$ cat config.mk
export PLATFORM = sky130hd
export DESIGN_NAME = bsc_top
export DESIGN_NICKNAME = d
export VERILOG_FILES = /design/src/core/bsc_pkg.sv /design/src/core/bsc_edge.sv /design/src/core/bsc_top.sv
export SDC_FILE = /design/constraint.sdc
export NUM_CORES = 1
export LEC_CHECK = 0
export ABC_AREA = 1
export BUFFER_PORTS_ARGS = -buffer_cell sky130_fd_sc_hd__buf_2
export CORE_MARGIN = 2
export CORE_UTILIZATION = 41
export CTS_CLUSTER_DIAMETER = 40
export DETAILED_ROUTE_END_ITERATION = 10
export GPL_TIMING_DRIVEN = 0
export PLACE_DENSITY = 0.89
export SLEW_MARGIN = 20
export SYNTH_ARGS = -nofsm -noshare
export SYNTH_HDL_FRONTEND = slang
export SYNTH_SLANG_ARGS = --single-unit
$ cat constraint.sdc
create_clock -name clk_i -period 3.2 [get_ports clk_i]
set_input_delay 0.32 -clock clk_i [delete_from_list [all_inputs] [get_ports clk_i]]
set_output_delay 0.32 -clock clk_i [all_outputs]
set_load 0.01 [all_outputs]
$ cat src/core/bsc_pkg.sv
// What this block does
// - Stride-select bit 9 set gives a 2048-byte line, clear gives 1024 bytes.
// - Depth-select bit 8 set gives 16-bit pixels, clear gives 8-bit pixels.
// - Status bit 2 is high while an operation is queued and not yet started.
// - A pipeline register write while an operation is queued overwrites its parameters.
// - Status bit 1 is high whenever the pipeline itself is processing data.
// - Status bit 0 is high during an operation until all its memory requests are handled.
package bsc_pkg;
	localparam logic [15:0] BSC_STATUS_ADDR = 16'h820c;
	localparam logic [15:0] BSC_IRQ_ST_ADDR = 16'h8220;
	localparam logic [15:0] BSC_IRQ_MK_ADDR = 16'h8224;
	localparam int          BSC_STRIDE_BIT  = 9;
	localparam int          BSC_DEPTH_BIT   = 8;
	localparam int          BSC_QUEUED_BIT  = 2;
	localparam int          BSC_PROC_BIT    = 1;
	localparam int          BSC_PROG_BIT    = 0;
	localparam logic [11:0] BSC_STRIDE_WIDE = 12'h800;
	localparam logic [11:0] BSC_STRIDE_NARR = 12'h400;
	localparam logic [4:0]  BSC_PIX_WIDE    = 5'h10;
	localparam logic [4:0]  BSC_PIX_NARR    = 5'h08;
	localparam logic [31:0] BSC_RESET_VAL   = 32'h0000_0000;
	localparam logic [2:0]  BSC_IRQ_NONE    = 3'h0;

	typedef struct packed {
		logic queued;
		logic processing;
		logic in_progress;
	} bsc_status_t;

	typedef struct packed {
		logic [11:0] stride_bytes;
		logic [4:0]  pixel_bits;
	} bsc_mode_t;
endpackage

$ cat src/core/bsc_edge.sv
`timescale 1ns/1ps
// Flags a falling edge of a status level
module bsc_edge (
	// Clock and reset
	input  wire logic clk_i,
	input  wire logic rst_i,
	// Level in, pulse out
	input  wire logic level_i,
	output logic      fall_o
);
	logic prev;

	always_ff @(posedge clk_i) begin
		if (rst_i) begin
			prev <= 1'b0;
		end else begin
			prev <= level_i;
		end
	end

	assign fall_o = prev & ~level_i;
endmodule // bsc_edge

$ cat src/core/bsc_top.sv
`timescale 1ns/1ps
module bsc_top
	import bsc_pkg::*;
(
	// Clock and reset
	input  wire logic        clk_i,
	input  wire logic        rst_i,
	// Wishbone slave
	input  wire logic        cyc_i,
	input  wire logic        stb_i,
	input  wire logic        we_i,
	input  wire logic [15:0] adr_i,
	input  wire logic [3:0]  sel_i,
	input  wire logic [31:0] dat_i,
	output logic      [31:0] dat_o,
	output logic             ack_o,
	// Pipeline condition inputs
	input  wire bsc_status_t pipe_status_i,
	// Pipeline mode outputs
	output bsc_mode_t        mode_o,
	output logic             stride_sel_o,
	output logic             depth_sel_o,
	// Interrupt
	output logic             irq_o
);
	////////////////////////////////////////////////////////////////////////////
	// Decode
	logic        stride_sel;
	logic        depth_sel;
	logic [2:0]  irq_status;
	logic [2:0]  irq_mask;
	logic [2:0]  fall;
	bsc_status_t st;

	// Read words
	logic [31:0] ist_word;
	logic [31:0] imk_word;

	// Interrupt terms
	logic [2:0]  irq_set;
	logic        irq_clr;
	logic [2:0]  irq_kept;

	// Next register values
	logic        next_ack;
	logic [31:0] next_dat;
	logic        next_stride_sel;
	logic        next_depth_sel;
	logic [2:0]  next_irq_mask;
	logic        next_irq;

	wire req       = cyc_i & stb_i & ~ack_o;
	wire hit_stat  = adr_i == BSC_STATUS_ADDR;
	wire hit_ist   = adr_i == BSC_IRQ_ST_ADDR;
	wire hit_imk   = adr_i == BSC_IRQ_MK_ADDR;
	wire wr_stat   = req & we_i & hit_stat & sel_i[1];
	wire wr_mask   = req & we_i & hit_imk & sel_i[0];
	wire rd_ist    = req & ~we_i & hit_ist;

	assign st = pipe_status_i;

	wire [31:0] stat_word = {22'h0, stride_sel, depth_sel, 5'h0,
		st.queued, st.processing, st.in_progress};

	// Interrupt words, upper bits read zero
	assign ist_word = {29'h0, irq_status};
	assign imk_word = {29'h0, irq_mask};

	////////////////////////////////////////////////////////////////////////////
	// Read path
	// Unmapped addresses read zero
	wire [31:0] rd_mux = hit_stat ? stat_word :
		hit_ist ? ist_word :
		hit_imk ? imk_word : BSC_RESET_VAL;

	////////////////////////////////////////////////////////////////////////////
	// Interrupt events: each condition ending
	wire [2:0] levels = {st.queued, st.processing, st.in_progress};
	genvar g;
	generate
		for (g = 0; g < 3; g++) begin : g_edge
			bsc_edge u_edge (
				.clk_i   (clk_i),
				.rst_i   (rst_i),
				.level_i (levels[g]),
				.fall_o  (fall[g])
			);
		end
	endgenerate

	////////////////////////////////////////////////////////////////////////////
	// Interrupt sticky bits
	// Sticky bit set and read clear terms
	assign irq_set  = fall;
	assign irq_clr  = rd_ist;
	assign irq_kept = irq_clr ? BSC_IRQ_NONE : irq_status;

	// Set wins over read clear
	wire [2:0] next_irq_status = irq_set | irq_kept;

	////////////////////////////////////////////////////////////////////////////
	// Mode translation
	// stride and depth translation
	bsc_mode_t next_mode;
	assign next_mode.stride_bytes = stride_sel ? BSC_STRIDE_WIDE : BSC_STRIDE_NARR;
	assign next_mode.pixel_bits   = depth_sel ? BSC_PIX_WIDE : BSC_PIX_NARR;

	////////////////////////////////////////////////////////////////////////////
	// Next register values
	// Bus answer one cycle after the request is taken
	assign next_ack = req;

	// Read data stands with ack only
	assign next_dat = (req & ~we_i) ? rd_mux : BSC_RESET_VAL;

	assign next_stride_sel = wr_stat ? dat_i[BSC_STRIDE_BIT] : stride_sel;
	assign next_depth_sel  = wr_stat ? dat_i[BSC_DEPTH_BIT] : depth_sel;

	// Mask write from the low byte lane
	assign next_irq_mask = wr_mask ? dat_i[2:0] : irq_mask;

	// Level interrupt from unmasked sticky bits
	assign next_irq = |(next_irq_status & irq_mask);

	////////////////////////////////////////////////////////////////////////////
	// Bus answer
	// Acknowledge pulse
	always_ff @(posedge clk_i) begin
		if (rst_i) begin
			ack_o <= 1'b0;
		end else begin
			ack_o <= next_ack;
		end
	end

	// Read data word
	always_ff @(posedge clk_i) begin
		if (rst_i) begin
			dat_o <= BSC_RESET_VAL;
		end else begin
			dat_o <= next_dat;
		end
	end

	////////////////////////////////////////////////////////////////////////////
	// Configuration bits
	// stride reset to zero
	always_ff @(posedge clk_i) begin
		if (rst_i) begin
			stride_sel <= BSC_RESET_VAL[BSC_STRIDE_BIT];
		end else begin
			stride_sel <= next_stride_sel;
		end
	end

	always_ff @(posedge clk_i) begin
		if (rst_i) begin
			depth_sel <= BSC_RESET_VAL[BSC_DEPTH_BIT];
		end else begin
			depth_sel <= next_depth_sel;
		end
	end

	////////////////////////////////////////////////////////////////////////////
	// Interrupt registers
	// Sticky event bits
	always_ff @(posedge clk_i) begin
		if (rst_i) begin
			irq_status <= BSC_IRQ_NONE;
		end else begin
			irq_status <= next_irq_status;
		end
	end

	// Mask bits
	always_ff @(posedge clk_i) begin
		if (rst_i) begin
			irq_mask <= BSC_IRQ_NONE;
		end else begin
			irq_mask <= next_irq_mask;
		end
	end

	////////////////////////////////////////////////////////////////////////////
	// Pipeline outputs
	// drive pipeline mode
	always_ff @(posedge clk_i) begin
		if (rst_i) begin
			mode_o <= '0;
		end else begin
			mode_o <= next_mode;
		end
	end

	always_ff @(posedge clk_i) begin
		if (rst_i) begin
			stride_sel_o <= 1'b0;
		end else begin
			stride_sel_o <= stride_sel;
		end
	end

	always_ff @(posedge clk_i) begin
		if (rst_i) begin
			depth_sel_o <= 1'b0;
		end else begin
			depth_sel_o <= depth_sel;
		end
	end

	// Interrupt line
	always_ff @(posedge clk_i) begin
		if (rst_i) begin
			irq_o <= 1'b0;
		end else begin
			irq_o <= next_irq;
		end
	end
endmodule // bsc_top

==> summary by stage <==
Die
The chip width is 60.4 µm. The height of the die is 60.4 µm. The starting density of the core is 43.0%. The region available for standard cell placement spans 3030 µm². Row generation in the floorplan step produced 20 rows. The die covers 3640 µm². The I/O pin count is 113.

STA
The final critical delay including setup and external delays is 1.21 ns. The final worst-path cycle share is 37.8%. Setup violations remaining at the end of the flow were counted as 0. The clock skew is 0.00665 ns. Setup repair after global routing left no endpoint under its margin.

The setup TNS after final layout is 0 ns. The final-report max-slew violation count came to 0. For this run, the top clock speed supported by timing is 827 MHz. The hold violation count in the final report is 0.

Logic synthesis
By area the synthesized netlist is led by sky130_fd_sc_hd__dfxtp_1 34%, sky130_fd_sc_hd__buf_4 24%, sky130_fd_sc_hd__nand2_1 8.1%, sky130_fd_sc_hd__nor2_1 6.1%, sky130_fd_sc_hd__inv_1 4.6%. The number of instances in the synthesized netlist is 167. The cell type contributing the most total cell area after synthesis is sky130_fd_sc_hd__dfxtp_1. After synthesis the netlist holds a flip-flop and latch count of 22. Counting distinct cell types in the post-synthesis netlist gives 26. A synthesized cell averages 7.80 µm². The total number of yosys warnings is 0. Sequential cells were found to cover 33.8% of the synthesized design area. The area share of the largest cell type after synthesis is 33.8%. The area of the mapped netlist is 1300 µm².

Worst setup path
STA classifies the critical path endpoint as a flip-flop. The startpoint identified for the worst register-to-register timing path is ack_o. The critical path data required time is 3.45 ns. Setup slack on the worst reg-to-reg path comes out at 1.99 ns. In this run the critical register-to-register path is captured at irq_mask[2].

The largest fanout of any net on the critical path is 6. The worst stage delay on the critical path is 0.33 ns. For this design, the slowest cell found on the critical path is sky130_fd_sc_hd__dfxtp_1. The start point of the critical path is ack_o. The length in cells of the worst reg-to-reg path is 5. The worst setup path is of the flip-flop to flip-flop kind. The category of cells accounting for the largest share of critical-path delay is simple AND/OR/NAND/NOR gates. The critical path contains buffers and inverters numbering 0 combined.

Traced cell by cell, the critical path runs through nand3b_4, nor2_2, nand4_4, a21oi_1, o21a_1. STA classifies the critical path startpoint as a flip-flop. Data arrives at the worst endpoint at 1.46 ns.

Placed design
At the end of routability-driven placement, the weighted congestion stood at 0.840. The number of placed instances with taps included is 292. The HPWL after detailed placement is 2000 µm. The number of port buffers is 42.

CTS
Post-CTS timing repair inserted 0 buffers for setup. At the later pin of the worst-skew pair, clock insertion delay measures 0.30 ns. The CTS clock-pin slew for the worst setup and hold paths is 0.11 ns. The maximum buffer depth of the clock tree is 2.

The number of buffers created by CTS is 3. After clock tree synthesis, the flow added hold-fix buffers numbering 0. The number of clock sinks seen by CTS is 22.

The number of gates resized after CTS is 0. In this run the number of H-tree levels came out at 1. TritonCTS built the clock tree.

The cell sitting at the root of the clock tree is a sky130_fd_sc_hd__clkbuf_4.

Global route
The initial antenna violation count is 0. The wire length of the first global-routing pass is 3750 µm. Global routing used 13.8% of the available tracks across all layers.

Entering global routing, the biggest net connects 12 pins. After global routing the overflow that remains totals 0. The number of global-route vias before repair came to 948.

Pwr
The total power divided by cell area is 294 nW/µm². The standby leakage power is 1.03 nW. The maximum resistive drop on vdd is 0.153 mV.

Run status
The run finished with clean final reports.

Detailed routing
The vias per cell is 3.71. The count of nets left with antenna violations once routing finished came out at 0. Summing over every cut layer, the via total after detailed routing is 1094. Dividing the detail-routed wire length by the instance count gives 7.66 µm. The detailed-router iteration count before antenna repair is 4. After the first detailed-routing iteration, the DRC count stood at 25. The routed design has 2260 µm of wire.

After detailed routing, the number of remaining DRC violations is 0.

Final layout
Across the whole layout, storage elements account for 440 µm². Of the cells placed in the final design, the portion with a size suffix greater than 1 is 41.4%. The count of non-filler cells in the finished layout is 295. The total number of nets in the final design is 313. Leaving out fill and tap cells, the most frequent cells in the layout are 42 x sky130_fd_sc_hd__buf_4, 42 x sky130_fd_sc_hd__buf_2, 40 x sky130_fd_sc_hd__conb_1. The filler cell count in the final layout is 284. The multi-input combinational cells in the finished layout cover a total of 621 µm². The repair_antennas step left the layout with diodes totalling 0. The area added between synthesis and finish is 33.3%.

Worst hold path
The path with the worst hold slack has its endpoint at irq_mask[1]. In this run the most critical hold path is launched from dat_i[1]. The count of cells along the worst hold path is 2. The path category of the worst min-delay check is input pin to flip-flop.

Job
The reported max-cap violation count is 0.
## power by group
group          switching (W)  internal, W
Combinational      0.0000538    0.0000537
Sequential        0.00000186     0.000280
Clock              0.0000771    0.0000439
## Yosys cell counts (all sizes together)
master / instances
nand3b: 2
o21ai: 2
inv: 16
a21oi: 6
clkinv: 1
nor2: 29
dfxtp: 22
o21a: 3
nor3: 1
conb: 1
nand2: 30
o211ai: 2
buf: 42
nand4: 1
clkbuf: 2
nand3: 6
and2: 1
## metrics by stage
stage | area (µm²) | power, W | setup WS [ns] | util (%) | hold WS, ns
global placement | 1710 | 0.000392 | 1.86 | 56.6 | 0.399
CTS | 1740 | 0.000510 | 1.98 | 57.4 | 0.216
global route | 1740 | 0.000541 | 1.79 | 57.4 | 0.216
detailed placement | 1710 | 0.000393 | 1.86 | 56.6 | 0.398
finish | 1740 | 0.000510 | 1.99 | 57.4 | 0.215
floorplan | 1450 | 0.000366 | 2.04 | - | 0.393
## state kept, by name (all words and copies together), names as in the netlist
signal	flops
mode_o	4
irq_o	1
stride_sel	1
depth_sel	1
ack_o	1
dat_o	5
irq_mask	3
irq_status	3
g_edge.u_edge.prev	3
## area by class of cell
class                      count  share of cell area (%)
timing repair buffer          42                    12.1
sequential                    22                    25.4
tap                           44                    3.17
clock buffer                   3                    1.30
inverter                      17                    3.75
buffer                        44                    18.6
multi-input combinational    123                    35.7
## worst reg2reg max path: stages, from the launching register on
cell and delay, ns:
sky130_fd_sc_hd__dfxtp_1 0.33, sky130_fd_sc_hd__nand3b_4 0.17, sky130_fd_sc_hd__nor2_2 0.22, sky130_fd_sc_hd__nand4_4 0.16, sky130_fd_sc_hd__a21oi_1 0.15, sky130_fd_sc_hd__o21a_1 0.13
## metal layers
metal	vias up	share of wire, %	GRT usage (%)
li1	599	-	-
met2	40	54	25.2
met5	-	0	0
met4	0	1.5	7.30
met3	4	7.2	2.77
met1	451	37	14.9
## logic make-up after synthesis
| family | Yosys count | synth area share [%] |
|---|---|---|
| DFF | 22 | 33.8 |
| AOI/OAI and AO/OA | 13 | 5.95 |
| and+or+nand+nor | 70 | 30.2 |
| other | 1 | 0.288 |
| buffers and inverters | 61 | 29.8 |
## how the worst max path moves through the flow
| stage | cells past startpoint | end |
|---|---|---|
| floorplan | 11 | irq_o |
| global placement | 11 | irq_o |
| detailed placement | 11 | irq_o |
| CTS | 5 | irq_mask[0] |
| global route | 4 | dat_o[9] |
| finish | 5 | irq_mask[2] |
(Power assumes the default switching activity.)
